`src/verilog/p8et_pkg.sv`:
```
/*
 * Shared constants for the execution-timing block: cycle limits, decode
 * figures, debug frame layout and command codes, state type.
 * Assumes one 100 MHz system clock and a synchronous active-high reset.
 */
package p8et_pkg;
	// ************************************************************
	// Clock and timing
	// ************************************************************
	localparam int         SYS_CLK_MHZ  = 100;
	localparam int         FMAX_MHZ     = 25;
	localparam int         PEAK_IPC     = 1;
	localparam logic [3:0] CLK_ONE      = 4'h1;
	localparam logic [3:0] CLK_IND      = 4'h2;
	localparam logic [3:0] CLK_XMOVE    = 4'h3;
	localparam logic [3:0] CLK_MUL      = 4'h4;
	localparam logic [3:0] CLK_DIV      = 4'h8;
	localparam logic [3:0] CLK_MAX      = 4'h8;
	localparam logic [7:0] OPC_MUL      = 8'hA4;
	localparam logic [7:0] OPC_DIV      = 8'h84;
	localparam logic [7:0] OPC_INC_DATA_POINTER_16 = 8'hA3;

	// ************************************************************
	// Program store control and debug frame
	// ************************************************************
	localparam int         PSC_WE_BIT     = 0;
	localparam logic [5:0] DBG_FRAME_BITS = 6'h20;
	localparam logic [2:0] DBG_SYNC_RST   = 3'h4;
	localparam int         CMD_OP_MSB     = 3;
	localparam int         CMD_SPACE_MSB  = 5;
	localparam int         CMD_SPACE_LSB  = 4;
	localparam logic [3:0] CMD_HALT       = 4'h1;
	localparam logic [3:0] CMD_RUN        = 4'h2;
	localparam logic [3:0] CMD_STEP       = 4'h3;
	localparam logic [3:0] CMD_SET_BP     = 4'h4;
	localparam logic [3:0] CMD_CLR_BP     = 4'h5;
	localparam logic [3:0] CMD_SET_WP     = 4'h6;
	localparam logic [3:0] CMD_CLR_WP     = 4'h7;
	localparam logic [3:0] CMD_MEM_RD     = 4'h8;
	localparam logic [3:0] CMD_MEM_WR     = 4'h9;
	localparam int         STAT_HALTED    = 7;
	localparam int         STAT_BP        = 6;
	localparam int         STAT_WP        = 5;
	localparam int         STAT_STEP      = 4;
	localparam int         STAT_BUSY      = 3;
	localparam int         STAT_MEM       = 2;

	typedef enum logic [0:0] {ST_RUN, ST_HALT} p8et_state_t;
endpackage : p8et_pkg

```
`src/verilog/p8et_core.sv`:
```
/*
 * Instruction issue and execution-timing sequencer with run control,
 * breakpoint, watchpoint, debug memory access and data-move steering.
 * Assumes a fetch unit on SYS_CLK that presents one opcode with its address
 * and a branch condition unit that drives COND_TAKEN in the last base cycle.
 */
//
// Overview of operation
// - All timing counted in single system clocks, no machine cycles.
// - Most instructions take as many clocks as they have bytes.
// - Untaken conditional branch completes one clock sooner than taken.
// - No instruction exceeds eight clocks; divide takes exactly eight.
// - Opcodes, addressing and flag effects match the classic set.
// - Add, carry add, inc, dec on accumulator or register: 1 byte, 1 clock.
// - Arithmetic, inc, dec on direct byte: 2 bytes, 2 clocks.
// - Indirect RAM arithmetic, inc, dec: 1 byte but 2 clocks.
// - Immediate add, carry add, borrow subtract: 2 bytes, 2 clocks.
// - Borrow subtract of register and pointer increment: 1 byte, 1 clock.
// - 109 instructions spread over fixed clock-count groups.
// - Peak rate of one instruction per clock, 25 MIPS at 25 MHz.
// - Data move writes address flash when program store control selects it.
// - Data move reaches mapped RAM when external space is selected.
// - Software reads flash by code move, writes flash by data move.
// - Serial test port gives host flash programming and debug access.
// - Breakpoints, watchpoints, halt, run, step, register and memory access.
// - Debug runs at full speed using no application resources.
`timescale 1ns/10ps
module p8et_core import p8et_pkg::*; (
	input  wire logic        SYS_CLK,
	input  wire logic        SRST,
	input  wire logic        OP_VALID,
	output logic             OP_READY,
	input  wire logic [7:0]  OP_CODE,
	input  wire logic [15:0] OP_ADDR,
	input  wire logic        COND_TAKEN,
	output logic             RETIRE,
	output logic      [1:0]  INSN_BYTES,
	output logic      [3:0]  INSN_CLOCKS,
	output logic      [3:0]  LAST_CLOCKS,
	input  wire logic [1:0]  PROGRAM_STORE_CONTROL,
	output logic             FLASH_WR_STB,
	output logic             XRAM_WR_STB,
	output logic             XRAM_RD_STB,
	output logic             CODE_RD_STB,
	input  wire logic        DATA_ACCESS,
	input  wire logic [15:0] DATA_ADDR,
	input  wire logic        DBG_SCK,
	input  wire logic        DBG_SDI,
	input  wire logic        DBG_CS_N,
	output logic             DBG_SDO,
	output logic             DBG_MEM_REQ,
	output logic             DBG_MEM_WE,
	output logic      [1:0]  DBG_MEM_SPACE,
	output logic      [15:0] DBG_MEM_ADDR,
	output logic      [7:0]  DBG_MEM_WDATA,
	input  wire logic        DBG_MEM_ACK,
	input  wire logic [7:0]  DBG_MEM_RDATA,
	output logic             HALTED
);
	logic [1:0]  lk_bytes;
	logic [3:0]  lk_clocks;
	logic        lk_cond, lk_xwr, lk_xrd, lk_crd;
	logic        dbg_valid;
	logic [7:0]  dbg_cmd;
	logic [15:0] dbg_arg;
	logic [7:0]  dbg_data;
	logic [15:0] dbg_resp;
	logic [3:0]  dop;
	p8et_state_t state_reg;
	logic        step_pend_reg, skip_reg;
	logic        busy_reg, cond_reg, ext_reg;
	logic [3:0]  left_reg, used_reg;
	logic        bp_en_reg, wp_en_reg, bp_hit_reg, wp_hit_reg;
	logic [15:0] bp_addr_reg, wp_addr_reg;
	logic        mem_pend_reg;
	logic [7:0]  rdata_reg;
	logic        extend_w, retire_w, slot_w, issue_ok_w;
	logic        bp_match_w, wp_match_w, accept_w;
	logic        cmd_halt, cmd_run, cmd_step;

	// ************************************************************
	// Decode and debug port
	// ************************************************************
	p8et_timing u_timing (
		.opcode  (OP_CODE),
		.bytes   (lk_bytes),
		.clocks  (lk_clocks),
		.is_cond (lk_cond),
		.is_xwr  (lk_xwr),
		.is_xrd  (lk_xrd),
		.is_crd  (lk_crd)
	);

	p8et_dbg_port u_dbg (
		.clk       (SYS_CLK),
		.srst      (SRST),
		.sck_pin   (DBG_SCK),
		.sdi_pin   (DBG_SDI),
		.csn_pin   (DBG_CS_N),
		.resp      (dbg_resp),
		.sdo       (DBG_SDO),
		.cmd_valid (dbg_valid),
		.cmd       (dbg_cmd),
		.arg       (dbg_arg),
		.wdata     (dbg_data)
	);

	assign dop      = dbg_cmd[CMD_OP_MSB:0];
	assign cmd_halt = dbg_valid && (dop == CMD_HALT);
	assign cmd_run  = dbg_valid && (dop == CMD_RUN);
	assign cmd_step = dbg_valid && (dop == CMD_STEP);

	// ************************************************************
	// Issue slot
	// ************************************************************
	// Taken branch stretches the last base cycle by exactly one clock
	assign extend_w   = busy_reg && (left_reg == CLK_ONE) && cond_reg && !ext_reg && COND_TAKEN;
	assign retire_w   = busy_reg && (left_reg == CLK_ONE) && !extend_w;
	assign slot_w     = !busy_reg || retire_w;
	assign issue_ok_w = (state_reg == ST_RUN) || step_pend_reg;
	assign bp_match_w = bp_en_reg && OP_VALID && (OP_ADDR == bp_addr_reg) && !skip_reg
	                    && (state_reg == ST_RUN) && slot_w;
	assign wp_match_w = wp_en_reg && DATA_ACCESS && (DATA_ADDR == wp_addr_reg);
	assign OP_READY   = slot_w && issue_ok_w && !bp_match_w;
	assign accept_w   = OP_VALID && OP_READY;
	assign RETIRE     = retire_w;
	assign HALTED     = (state_reg == ST_HALT);

	// ************************************************************
	// Run control
	// ************************************************************
	always_ff @(posedge SYS_CLK) begin
		if (SRST)
			state_reg <= ST_RUN;
		else if (cmd_halt || bp_match_w || wp_match_w)
			state_reg <= ST_HALT;
		else if (cmd_run)
			state_reg <= ST_RUN;
	end

	// Stepping does not mask interrupts, so handlers step like any code
	always_ff @(posedge SYS_CLK) begin
		if (SRST)
			step_pend_reg <= 1'b0;
		else if (cmd_step && (state_reg == ST_HALT))
			step_pend_reg <= 1'b1;
		else if (accept_w || cmd_run)
			step_pend_reg <= 1'b0;
	end

	// Lets the instruction under a breakpoint go once after resuming
	always_ff @(posedge SYS_CLK) begin
		if (SRST)
			skip_reg <= 1'b0;
		else if (cmd_run || cmd_step)
			skip_reg <= 1'b1;
		else if (accept_w)
			skip_reg <= 1'b0;
	end

	always_ff @(posedge SYS_CLK) begin
		if (SRST) begin
			bp_en_reg   <= 1'b0;
			bp_addr_reg <= 16'h0;
			wp_en_reg   <= 1'b0;
			wp_addr_reg <= 16'h0;
		end else if (dbg_valid) begin
			if (dop == CMD_SET_BP) begin
				bp_en_reg   <= 1'b1;
				bp_addr_reg <= dbg_arg;
			end
			if (dop == CMD_CLR_BP)
				bp_en_reg <= 1'b0;
			if (dop == CMD_SET_WP) begin
				wp_en_reg   <= 1'b1;
				wp_addr_reg <= dbg_arg;
			end
			if (dop == CMD_CLR_WP)
				wp_en_reg <= 1'b0;
		end
	end

	// Hit flags: a new hit wins over the resume that clears them
	always_ff @(posedge SYS_CLK) begin
		if (SRST) begin
			bp_hit_reg <= 1'b0;
			wp_hit_reg <= 1'b0;
		end else begin
			if (bp_match_w)
				bp_hit_reg <= 1'b1;
			else if (cmd_run || cmd_step)
				bp_hit_reg <= 1'b0;
			if (wp_match_w)
				wp_hit_reg <= 1'b1;
			else if (cmd_run || cmd_step)
				wp_hit_reg <= 1'b0;
		end
	end

	// ************************************************************
	// Execution counter
	// ************************************************************
	always_ff @(posedge SYS_CLK) begin
		if (SRST) begin
			busy_reg <= 1'b0;
			left_reg <= 4'h0;
			cond_reg <= 1'b0;
			ext_reg  <= 1'b0;
			used_reg <= 4'h0;
		end else if (accept_w) begin
			busy_reg <= 1'b1;
			left_reg <= lk_clocks;
			cond_reg <= lk_cond;
			ext_reg  <= 1'b0;
			used_reg <= CLK_ONE;
		end else if (retire_w) begin
			busy_reg <= 1'b0;
		end else if (extend_w) begin
			ext_reg  <= 1'b1;
			used_reg <= used_reg + CLK_ONE;
		end else if (busy_reg) begin
			left_reg <= left_reg - CLK_ONE;
			used_reg <= used_reg + CLK_ONE;
		end
	end

	always_ff @(posedge SYS_CLK) begin
		if (SRST) begin
			INSN_BYTES  <= 2'h0;
			INSN_CLOCKS <= 4'h0;
			LAST_CLOCKS <= 4'h0;
		end else begin
			if (accept_w) begin
				INSN_BYTES  <= lk_bytes;
				INSN_CLOCKS <= lk_clocks;
			end
			if (retire_w)
				LAST_CLOCKS <= used_reg;
		end
	end

	// ************************************************************
	// Data move steering
	// ************************************************************
	always_ff @(posedge SYS_CLK) begin
		if (SRST) begin
			FLASH_WR_STB <= 1'b0;
			XRAM_WR_STB  <= 1'b0;
			XRAM_RD_STB  <= 1'b0;
			CODE_RD_STB  <= 1'b0;
		end else begin
			FLASH_WR_STB <= accept_w && lk_xwr && PROGRAM_STORE_CONTROL[PSC_WE_BIT];
			XRAM_WR_STB  <= accept_w && lk_xwr && !PROGRAM_STORE_CONTROL[PSC_WE_BIT];
			XRAM_RD_STB  <= accept_w && lk_xrd;
			CODE_RD_STB  <= accept_w && lk_crd;
		end
	end

	// ************************************************************
	// Debug memory access
	// ************************************************************
	// Separate port into the core, so no RAM, stack or timer is borrowed
	always_ff @(posedge SYS_CLK) begin
		if (SRST) begin
			DBG_MEM_REQ   <= 1'b0;
			DBG_MEM_WE    <= 1'b0;
			DBG_MEM_SPACE <= 2'h0;
			DBG_MEM_ADDR  <= 16'h0;
			DBG_MEM_WDATA <= 8'h0;
		end else begin
			DBG_MEM_REQ <= dbg_valid && ((dop == CMD_MEM_RD) || (dop == CMD_MEM_WR));
			if (dbg_valid && ((dop == CMD_MEM_RD) || (dop == CMD_MEM_WR))) begin
				DBG_MEM_WE    <= (dop == CMD_MEM_WR);
				DBG_MEM_SPACE <= dbg_cmd[CMD_SPACE_MSB:CMD_SPACE_LSB];
				DBG_MEM_ADDR  <= dbg_arg;
				DBG_MEM_WDATA <= dbg_data;
			end
		end
	end

	always_ff @(posedge SYS_CLK) begin
		if (SRST) begin
			mem_pend_reg <= 1'b0;
			rdata_reg    <= 8'h0;
		end else begin
			if (DBG_MEM_REQ)
				mem_pend_reg <= 1'b1;
			else if (DBG_MEM_ACK)
				mem_pend_reg <= 1'b0;
			if (DBG_MEM_ACK && !DBG_MEM_WE)
				rdata_reg <= DBG_MEM_RDATA;
		end
	end

	always_comb begin
		dbg_resp                 = {8'h0, rdata_reg};
		dbg_resp[8 + STAT_HALTED] = HALTED;
		dbg_resp[8 + STAT_BP]     = bp_hit_reg;
		dbg_resp[8 + STAT_WP]     = wp_hit_reg;
		dbg_resp[8 + STAT_STEP]   = step_pend_reg;
		dbg_resp[8 + STAT_BUSY]   = busy_reg;
		dbg_resp[8 + STAT_MEM]    = mem_pend_reg;
	end

	// ************************************************************
	// Checks
	// ************************************************************
	property p_div_eight;
		@(posedge SYS_CLK) disable iff (SRST)
		(accept_w && (OP_CODE == OPC_DIV)) |=> !retire_w [*7] ##1 retire_w;
	endproperty
	a_div_eight: assert property (p_div_eight) else $error("divide not eight clocks");

	property p_max_eight;
		@(posedge SYS_CLK) disable iff (SRST)
		busy_reg |-> (used_reg <= CLK_MAX) && (used_reg != 4'h0);
	endproperty
	a_max_eight: assert property (p_max_eight) else $error("instruction over eight clocks");

	property p_reg_one;
		@(posedge SYS_CLK) disable iff (SRST)
		(accept_w && (OP_CODE[7:3] == 5'b00101)) |=> retire_w && (INSN_BYTES == 2'h1);
	endproperty
	a_reg_one: assert property (p_reg_one) else $error("register add not one clock");

	property p_direct_two;
		@(posedge SYS_CLK) disable iff (SRST)
		(accept_w && (OP_CODE == 8'h25)) |=> !retire_w ##1 retire_w ##1 (LAST_CLOCKS == 4'h2);
	endproperty
	a_direct_two: assert property (p_direct_two) else $error("direct add not two clocks");

	property p_ind_two;
		@(posedge SYS_CLK) disable iff (SRST)
		(accept_w && (OP_CODE[7:1] == 7'b0000011)) |=> (INSN_BYTES == 2'h1) && !retire_w ##1 retire_w;
	endproperty
	a_ind_two: assert property (p_ind_two) else $error("indirect increment not two clocks");

	property p_imm_two;
		@(posedge SYS_CLK) disable iff (SRST)
		(accept_w && (OP_CODE == 8'h94)) |=> (INSN_BYTES == 2'h2) && (INSN_CLOCKS == 4'h2);
	endproperty
	a_imm_two: assert property (p_imm_two) else $error("immediate subtract wrong size");

	property p_data_pointer_16_one;
		@(posedge SYS_CLK) disable iff (SRST)
		(accept_w && (OP_CODE == OPC_INC_DATA_POINTER_16)) |=> retire_w ##1 (LAST_CLOCKS == CLK_ONE);
	endproperty
	a_data_pointer_16_one: assert property (p_data_pointer_16_one) else $error("pointer increment not one clock");

	property p_taken_plus_one;
		@(posedge SYS_CLK) disable iff (SRST)
		(retire_w && ext_reg) |=> (LAST_CLOCKS == $past(INSN_CLOCKS) + CLK_ONE);
	endproperty
	a_taken_plus_one: assert property (p_taken_plus_one) else $error("taken branch not one extra clock");

	property p_untaken_base;
		@(posedge SYS_CLK) disable iff (SRST)
		(retire_w && !ext_reg) |=> (LAST_CLOCKS == $past(INSN_CLOCKS));
	endproperty
	a_untaken_base: assert property (p_untaken_base) else $error("base clock count wrong");

	property p_flash_steer;
		@(posedge SYS_CLK) disable iff (SRST)
		(accept_w && lk_xwr && PROGRAM_STORE_CONTROL[PSC_WE_BIT]) |=> FLASH_WR_STB && !XRAM_WR_STB;
	endproperty
	a_flash_steer: assert property (p_flash_steer) else $error("data move write missed flash");

	property p_xram_steer;
		@(posedge SYS_CLK) disable iff (SRST)
		(accept_w && lk_xwr && !PROGRAM_STORE_CONTROL[PSC_WE_BIT]) |=> XRAM_WR_STB && !FLASH_WR_STB;
	endproperty
	a_xram_steer: assert property (p_xram_steer) else $error("data move write missed ram");

	property p_halt_holds;
		@(posedge SYS_CLK) disable iff (SRST)
		(HALTED && !step_pend_reg) |-> !OP_READY;
	endproperty
	a_halt_holds: assert property (p_halt_holds) else $error("issue while halted");
endmodule : p8et_core

```
`src/verilog/p8et_timing.sv`:
```
/*
 * Opcode length and clock-count lookup, purely combinational.
 * Assumes the opcode byte is stable in the cycle it is looked up.
 */
`timescale 1ns/10ps
module p8et_timing import p8et_pkg::*; (
	input  wire logic [7:0] opcode,
	output logic      [1:0] bytes,
	output logic      [3:0] clocks,
	output logic            is_cond,
	output logic            is_xwr,
	output logic            is_xrd,
	output logic            is_crd
);
	// ************************************************************
	// Length and base clocks from the classic encoding
	// ************************************************************
	always_comb begin
		bytes = 2'h1;
		casez (opcode)
			8'h?1 : bytes = 2'h2;
			8'h02, 8'h12, 8'h10, 8'h20, 8'h30, 8'h90, 8'h43, 8'h53, 8'h63,
			8'h75, 8'h85, 8'hB4, 8'hB5, 8'hD5, 8'hB6, 8'hB7, 8'b1011_1??? : bytes = 2'h3;
			8'h40, 8'h50, 8'h60, 8'h70, 8'h80, 8'hA0, 8'hB0, 8'hC0, 8'hD0,
			8'h42, 8'h52, 8'h62, 8'h72, 8'h82, 8'h92, 8'hA2, 8'hB2, 8'hC2, 8'hD2,
			8'h24, 8'h34, 8'h44, 8'h54, 8'h64, 8'h74, 8'h94,
			8'h05, 8'h15, 8'h25, 8'h35, 8'h45, 8'h55, 8'h65, 8'h95, 8'hC5, 8'hE5, 8'hF5,
			8'h76, 8'h77, 8'h86, 8'h87, 8'hA6, 8'hA7,
			8'b0111_1???, 8'b1000_1???, 8'b1010_1???, 8'b1101_1??? : bytes = 2'h2;
			default : bytes = 2'h1;
		endcase
	end

	// Clocks follow length except where the pipeline stalls
	always_comb begin
		clocks = {2'h0, bytes};
		casez (opcode)
			OPC_MUL : clocks = CLK_MUL;
			OPC_DIV : clocks = CLK_DIV;
			8'hE0, 8'hE2, 8'hE3, 8'hF0, 8'hF2, 8'hF3, 8'h83, 8'h93 : clocks = CLK_XMOVE;
			8'b0??0_011?, 8'b0?01_011?, 8'b0011_011?, 8'h96, 8'h97, 8'hE6, 8'hE7 : clocks = CLK_IND;
			default : clocks = {2'h0, bytes};
		endcase
	end

	always_comb begin
		casez (opcode)
			8'h10, 8'h20, 8'h30, 8'h40, 8'h50, 8'h60, 8'h70, 8'hB4, 8'hB5, 8'hB6, 8'hB7,
			8'hD5, 8'b1011_1???, 8'b1101_1??? : is_cond = 1'b1;
			default : is_cond = 1'b0;
		endcase
	end

	assign is_xwr = (opcode == 8'hF0) || (opcode == 8'hF2) || (opcode == 8'hF3);
	assign is_xrd = (opcode == 8'hE0) || (opcode == 8'hE2) || (opcode == 8'hE3);
	assign is_crd = (opcode == 8'h83) || (opcode == 8'h93);
endmodule : p8et_timing

```
`src/verilog/p8et_dbg_port.sv`:
```
/*
 * Serial debug access port: synchronises the three host pins, shifts a
 * 32-bit command frame in and a 16-bit answer out.
 * Assumes host pins are asynchronous and the host clock is far below 25 MHz.
 */
`timescale 1ns/10ps
module p8et_dbg_port import p8et_pkg::*; (
	input  wire logic        clk,
	input  wire logic        srst,
	input  wire logic        sck_pin,
	input  wire logic        sdi_pin,
	input  wire logic        csn_pin,
	input  wire logic [15:0] resp,
	output logic             sdo,
	output logic             cmd_valid,
	output logic      [7:0]  cmd,
	output logic      [15:0] arg,
	output logic      [7:0]  wdata
);
	logic [2:0]  pin_raw;
	logic [2:0]  meta_reg;
	logic [2:0]  sync_reg;
	logic [2:0]  prev_reg;
	logic [31:0] in_sh_reg;
	logic [15:0] out_sh_reg;
	logic [5:0]  cnt_reg;
	logic        sck_rise, sck_fall, cs_act, cs_fall, cs_rise;

	// ************************************************************
	// Pin synchronisers
	// ************************************************************
	assign pin_raw = {csn_pin, sdi_pin, sck_pin};
	genvar gi;
	generate
		for (gi = 0; gi < 3; gi++) begin : g_sync
			always_ff @(posedge clk) begin
				if (srst) begin
					meta_reg[gi] <= DBG_SYNC_RST[gi];
					sync_reg[gi] <= DBG_SYNC_RST[gi];
				end else begin
					meta_reg[gi] <= pin_raw[gi];
					sync_reg[gi] <= meta_reg[gi];
				end
			end
		end
	endgenerate

	always_ff @(posedge clk) begin
		if (srst)
			prev_reg <= DBG_SYNC_RST;
		else
			prev_reg <= sync_reg;
	end

	assign sck_rise = sync_reg[0] && !prev_reg[0];
	assign sck_fall = !sync_reg[0] && prev_reg[0];
	assign cs_act   = !sync_reg[2];
	assign cs_fall  = !sync_reg[2] && prev_reg[2];
	assign cs_rise  = sync_reg[2] && !prev_reg[2];

	// ************************************************************
	// Frame shifting
	// ************************************************************
	always_ff @(posedge clk) begin
		if (srst) begin
			in_sh_reg  <= 32'h0;
			out_sh_reg <= 16'h0;
			cnt_reg    <= 6'h0;
			sdo        <= 1'b0;
		end else if (cs_fall) begin
			out_sh_reg <= {resp[14:0], 1'b0};
			sdo        <= resp[15];
			cnt_reg    <= 6'h0;
		end else if (cs_act && sck_rise) begin
			in_sh_reg <= {in_sh_reg[30:0], sync_reg[1]};
			if (cnt_reg != DBG_FRAME_BITS)
				cnt_reg <= cnt_reg + 6'h1;
		end else if (cs_act && sck_fall) begin
			sdo        <= out_sh_reg[15];
			out_sh_reg <= {out_sh_reg[14:0], 1'b0};
		end
	end

	// Short frames are dropped so a glitched select cannot fire a command
	always_ff @(posedge clk) begin
		if (srst) begin
			cmd_valid <= 1'b0;
			cmd       <= 8'h0;
			arg       <= 16'h0;
			wdata     <= 8'h0;
		end else begin
			cmd_valid <= cs_rise && (cnt_reg == DBG_FRAME_BITS);
			if (cs_rise && (cnt_reg == DBG_FRAME_BITS)) begin
				cmd   <= in_sh_reg[31:24];
				arg   <= in_sh_reg[23:8];
				wdata <= in_sh_reg[7:0];
			end
		end
	end
endmodule : p8et_dbg_port

```
`config.mk`:
```
export PLATFORM = sky130hd
export DESIGN_NAME = p8et_core
export DESIGN_NICKNAME = d
export VERILOG_FILES = /design/src/verilog/p8et_pkg.sv /design/src/verilog/p8et_core.sv /design/src/verilog/p8et_timing.sv /design/src/verilog/p8et_dbg_port.sv
export SDC_FILE = /design/constraint.sdc
export NUM_CORES = 1
export LEC_CHECK = 0
export ABC_CLOCK_PERIOD_IN_PS = 2500
export BUFFER_PORTS_ARGS = -buffer_cell sky130_fd_sc_hd__buf_2
export CAP_MARGIN = 20
export CORE_MARGIN = 2
export CORE_UTILIZATION = 58
export CTS_BUF_LIST = sky130_fd_sc_hd__clkbuf_4 sky130_fd_sc_hd__clkbuf_8 sky130_fd_sc_hd__clkbuf_16
export DETAILED_ROUTE_END_ITERATION = 10
export HOLD_SLACK_MARGIN = 0.06
export PLACE_DENSITY = 0.8
export SLEW_MARGIN = 20
export SYNTH_ARGS = -nofsm -noshare
export SYNTH_HDL_FRONTEND = slang
export SYNTH_HIERARCHICAL = 1
export SYNTH_SLANG_ARGS = --single-unit
```
`constraint.sdc`:
```
create_clock -name SYS_CLK -period 2.5 [get_ports SYS_CLK]
set_input_delay 0.5 -clock SYS_CLK [delete_from_list [all_inputs] [get_ports SYS_CLK]]
set_output_delay 0.5 -clock SYS_CLK [all_outputs]
set_load 0.1 [all_outputs]
```
==> results of run 1 <==
[worst min-delay path by stage]
stage | depth (start not counted) | startpoint | to
detailed placement | 1 | u_dbg/meta_reg[2]$_SDFF_PP1_ | u_dbg/sync_reg[2]$_SDFF_PP1_
global placement | 1 | u_dbg/meta_reg[2]$_SDFF_PP1_ | u_dbg/sync_reg[2]$_SDFF_PP1_
floorplan | 1 | u_dbg/meta_reg[2]$_SDFF_PP1_ | u_dbg/sync_reg[2]$_SDFF_PP1_
global route | 2 | DBG_CS_N | u_dbg/meta_reg[2]$_SDFF_PP1_
finish | 2 | DBG_CS_N | u_dbg/meta_reg[2]$_SDFF_PP1_
CTS | 2 | DBG_CS_N | u_dbg/meta_reg[2]$_SDFF_PP1_
[placed cells by master (no fill, tap or decap), types with 5 or more instances in the layout]
cell         n
inv_1       11
or2_2        7
buf_2      100
nand2b_1     9
o21ai_0      6
xor2_1      18
mux2i_1     51
nor3_1      14
a211oi_1    16
dfxtp_1    187
a31oi_1      5
nor2b_1     10
a21oi_2     12
clkbuf_16   17
buf_4       40
nand4_1      9
dfxtp_2      5
a21oi_1    111
nor2_1      63
and3_1       6
nand2_1    242
xnor2_1     22
[stage by stage]
step           hold slack, ps  setup TNS (ps)  power (mW)  setup WS [ps]  instance area, sq um
6_report                251.9          -369.4       6.282         -369.4                  9507
5_1_grt                 232.3          -412.6       6.510         -412.6                  9507
4_1_cts                 240.4          -401.8       6.316         -401.8                  9493
3_5_place_dp            399.9          -476.1       3.728         -476.1                  8884
3_3_place_gp            392.5          -416.6       3.718         -416.6                  8884
2_1_floorplan           389.5               0       3.571          37.30                  8129
[routing by layer]
metal	vias to the layer above	share of wire	wire [microns]	track usage
li1	3404	-	-	-
met1	3232	0.44	7852	0.3155
met2	186	0.50	8939	0.4010
met3	22	0.052	932	0.04879
met4	0	0.015	264	0.07974
met5	-	0	0	0
[area by class of cell]
class | instances | area share
Tap cell | 180 | 0.02369
Clock buffer | 19 | 0.04699
Inverter | 13 | 0.005133
Timing Repair Buffer | 144 | 0.09173
Multi-Input combinational cell | 684 | 0.4145
Sequential cell | 192 | 0.4050
Clock inverter | 12 | 0.01303
[power breakdown]
part	internal, mW	switching [mW]
combinational	0.211	0.326
sequential	3.10	0.0308
clock	1.43	1.18
[critical path, stage by stage, from the launching register on]
cell and delay, ps:
dfxtp_1 340, xor2_1 180, nor4_2 360, nand4_2 170, or4b_4 550, and3_4 180, buf_12 160
[repair_timing]
action                                  4_1_cts  5_1_grt
pin swaps                                     5        8
buffers inserted                              2        0
endpoints found under the hold margin         0        0
endpoints found under the setup margin        2        2
gates resized for setup                       8        6
==> impl_metrics.csv, run 1 <==
group,metric,value,unit
worst_setup_path,setup.worst_path.end_class,"primary output",
sta,rsz0062_at_grt,"yes",
cts,cts_tree,"done",
worst_setup_path,r2r_cells,8,
finish,drive_above_1_share,0.2115,
detailed_routing,drc,0,
sta,fin_ws,-369.4,ps
finish,stdcell_count,1244,
worst_setup_path,worstPathArrival,2370,ps
floorplan,fp-row-count,43,
detailed_routing,drt-total-wl,17.99,mm
floorplan,die_h,122.3,microns
finish,layout.nets,1116,
place,gp_congestion,0.8994,
worst_setup_path,rr_endpoint,"left_reg[0]$_SDFFE_PP0P_",
cts,cts.sinks,192,
global_routing,grt_usage,0.2417,
detailed_routing,dr.first_iter.drc_count,636,
worst_setup_path,rr_startpoint,"left_reg[1]$_SDFFE_PP0P_",
sta,fin_crit,2869,ps
detailed_routing,avgRoutedWirePerCell,14.46,microns
status,status,"finished, violations left",
cts,clk_path_buf_depth,2,
sta,setup_viol,1,
global_routing,globalRouteOverflowTotal,0,
sta,relSlewSlack,0.6111,
sta,min_period_over_period,1.148,
sta,finalHoldViolations,0,
status,violations,"setup timing",
place,hpwl,12.26,mm
finish,seq_area,0.003850,sq mm
flow_run,cap_violations,0,
place,io_buffers,103,
cts,root_buffer,"clkbuf_16",
power,irDropWorstVdd,499.7,uV
worst_setup_path,critPathRequiredTime,2000,ps
power,p_leak,3.619,nW
finish,final_util,0.6902,
global_routing,antenna_found_initial,0,
power,powerDensity,660.8,mW/mm^2
logic_synthesis,synthCells,950,
cts,cts_hold_buf,0,
floorplan,die-area,0.01496,sq mm
logic_synthesis,syn_avg_cell_area,8.546,sq um
cts,cts_inserted_buffers,17,
cts,clk_pin_slew,70,ps
logic_synthesis,synth_warnings,6,
floorplan,fp.dieW,122.3,microns
cts,h-tree-depth,4,
sta,tightestPinTransition,583.4,ps
worst_setup_path,reg2reg_slack,370,ps
place,placed_cells,1211,
global_routing,grt_max_degree,82,
worst_setup_path,cp-endpoint,"OP_READY",
worst_setup_path,crit_type,"flop to primary output",
finish,n_fill_cell,1128,
worst_hold_path,hp-class,"primary input to flop",
sta,finClkSkew,9.764,ps
detailed_routing,dr.pass1.iters,5,
sta,fmax,348.5,MHz
cts,clk_latency,430,ps
detailed_routing,antenna_left,0,
worst_setup_path,crit_fanout,2,
floorplan,ios,105,
detailed_routing,vias_per_cell,5.502,
logic_synthesis,syn_area,0.008119,sq mm
finish,area_growth,17.09,%
global_routing,grt_pass1_vias,6129,
detailed_routing,vias,6844,
global_routing,grt_pass1_wl,28.90,mm
finish,largest_register_ffs,30,
worst_setup_path,worstSetupStartpointType,"flop",
sta,slew_violations,0,
floorplan,start_util,0.5895,
finish,antennaDiodeCount,0,
floorplan,core,0.01377,sq mm
finish,multi_input_area,0.003940,sq mm
worst_setup_path,setup.worst_path.start,"bp_addr_reg[0]$_SDFFE_PP0P_",
Power figures use the tool's default switching activity.
==> run 2: changes to the inputs <==
Settings changed: REMOVE_ABC_BUFFERS set to 1.
==> run 2 against run 1 <==
Against the previous run:
- the flow still finishes with violations (setup timing)
- largest power group unchanged
- register-to-register slack got worse by 90 ps
- utilization rose by 0.40 points
- clock power rose by 2%
- global-route usage rose by 0.56 points
- clock skew rose by 2.7 ps
- clock-buffer cell count did not move
- wire length rose by 0.92%
==> impl_metrics.csv, run 2 (same netlist as run 1, synthesis figures left out) <==
group,metric,value,unit
status,status,"finished, violations left",
status,violations,"setup timing",
floorplan,fp-row-count,43,
sta,fmax,351.4,MHz
flow_run,cap_violations,0,
global_routing,grt_usage,0.2473,
cts,clk_pin_slew,70,ps
finish,layout.nets,1119,
power,p_leak,3.640,nW
detailed_routing,drt-total-wl,18.15,mm
sta,rsz0062_at_grt,"yes",
sta,worst_hold_slack,232.0,ps
floorplan,ios,105,
global_routing,antenna_found_initial,1,
sta,relSlewSlack,0.5785,
place,gp_congestion,0.8771,
floorplan,die_h,122.3,microns
worst_setup_path,crit_fanout,2,
worst_hold_path,hp-class,"primary input to flop",
worst_setup_path,crit_type,"flop to primary output",
cts,h-tree-depth,4,
sta,finClkSkew,12.45,ps
cts,clk_latency,450,ps
finish,final_common_cell,"nand2_1",
floorplan,fp.dieW,122.3,microns
sta,tightestPinTransition,626.4,ps
finish,drive_above_1_share,0.2111,
cts,clk_path_buf_depth,2,
cts,cts_tree,"done",
floorplan,core,0.01377,sq mm
detailed_routing,vias_per_cell,5.437,
global_routing,grt_pass1_vias,6150,
detailed_routing,antenna_left,0,
place,hpwl,12.13,mm
finish,area_growth,17.77,%
sta,setup_viol,1,
detailed_routing,vias,6780,
power,irDropWorstVdd,512.3,uV
finish,final_util,0.6942,
cts,cts_inserted_buffers,17,
cts,cts_hold_buf,0,
worst_setup_path,setup.worst_path.end_class,"primary output",
place,io_buffers,103,
finish,n_fill_cell,1109,
floorplan,die-area,0.01496,sq mm
global_routing,globalRouteOverflowTotal,0,
sta,min_period_over_period,1.138,
sta,fin_ws,-345.5,ps
worst_setup_path,cp_cell_sequence,"xor2_1 > nor4b_2 > nand4_4 > or4b_4 > and3_4 > buf_12",
sta,fin_crit,2846,ps
worst_setup_path,worstSetupStartpointType,"flop",
worst_setup_path,worstPathArrival,2350,ps
detailed_routing,dr.pass1.iters,5,
detailed_routing,avgRoutedWirePerCell,14.56,microns
sta,finalHoldViolations,0,
worst_setup_path,slowest_delay,510,ps
sta,slew_violations,0,
global_routing,grt_pass1_wl,29.46,mm
cts,cts.sinks,192,
power,powerDensity,665.2,mW/mm^2
floorplan,start_util,0.5895,
detailed_routing,drc,0,
finish,largest_register_ffs,30,
worst_setup_path,cp_top_family,"simple AND/OR/NAND/NOR gates",
finish,mostFrequentLayoutCells,"nand2_1, dfxtp_1, a21oi_1",
worst_setup_path,path_buf_inv,1,
worst_setup_path,critPathRequiredTime,2000,ps
worst_setup_path,crit_path_top_delay_cell,"or4b_4",
detailed_routing,dr.first_iter.drc_count,515,
cts,root_buffer,"clkbuf_16",
global_routing,grt_max_degree,115,
==> run 2: cell count changes in the layout (fill, tap and decap cells not counted), sizes merged <==
cell	previous run	this run
buf	144	147
bufinv	1	2
clkinv	3	2
clkinvlp	3	4
diode	0	1
inv	18	16
==> run 2: path summary, 6_finish.rpt <==
kind                                                   start                            to  slack, ps  cells past startpoint
worst max-delay path             bp_addr_reg[4]$_SDFFE_PP0P_                      OP_READY       -350                      6
worst min-delay path                                DBG_CS_N  u_dbg/meta_reg[2]$_SDFF_PP1_        230                      2
worst max register to register   bp_addr_reg[4]$_SDFFE_PP0P_      used_reg[3]$_SDFFE_PP0P_        280                      8
worst min register to register  u_dbg/meta_reg[2]$_SDFF_PP1_  u_dbg/sync_reg[2]$_SDFF_PP1_        420                      1
==> run 2: metal layers <==
metal	vias up	routed length, microns	global-route usage
met4	0	387	0.09986
li1	3417	-	-
met1	3159	8107	0.3173
met2	173	8700	0.4049
met3	31	957	0.05483
met5	-	0	0
==> run 2: report_power, final <==
part	switching, mW	leakage (nW)	internal (mW)
Clock	1.18	0.269	1.49
Sequential	0.0307	1.55	3.11
Combinational	0.334	1.82	0.221
Total	1.54	3.64	4.82
==> run 2: per-stage QoR <==
stage,area (sq um),instances,TNS [ps],power (mW),worst slack [ps]
2_1_floorplan,7816,889,-1996,3.506,-339.1
3_3_place_gp,8912,1214,-331.7,3.723,-331.7
3_5_place_dp,8912,1214,-385.3,3.734,-385.3
4_1_cts,9539,1245,-346.9,6.379,-346.9
5_1_grt,9559,1246,-415.3,6.552,-410.6
6_report,9562,1247,-345.5,6.360,-345.5
==> run 2: final cells by class <==
| cell class | instances | area [sq um] | share of cell area |
|---|---|---|---|
| diodes | 1 | 2.502 | 0.0002617 |
| flip-flops and latches | 192 | 3847 | 0.4024 |
| multi-input cells | 684 | 3956 | 0.4138 |
| clock inverters | 11 | 133.9 | 0.01400 |
| clock buffers | 19 | 440.4 | 0.04606 |
| well taps | 180 | 225.2 | 0.02355 |
| repair buffers | 147 | 907.1 | 0.09487 |
| inverters | 13 | 48.80 | 0.005103 |
==> run 2: repair_timing <==
action | CTS | global route
hold endpoints to repair | 0 | 0
gates cloned | 0 | 0
setup buffers | 1 | 1
setup endpoints to repair | 2 | 2
resized for setup | 11 | 4
pin swaps | 5 | 3
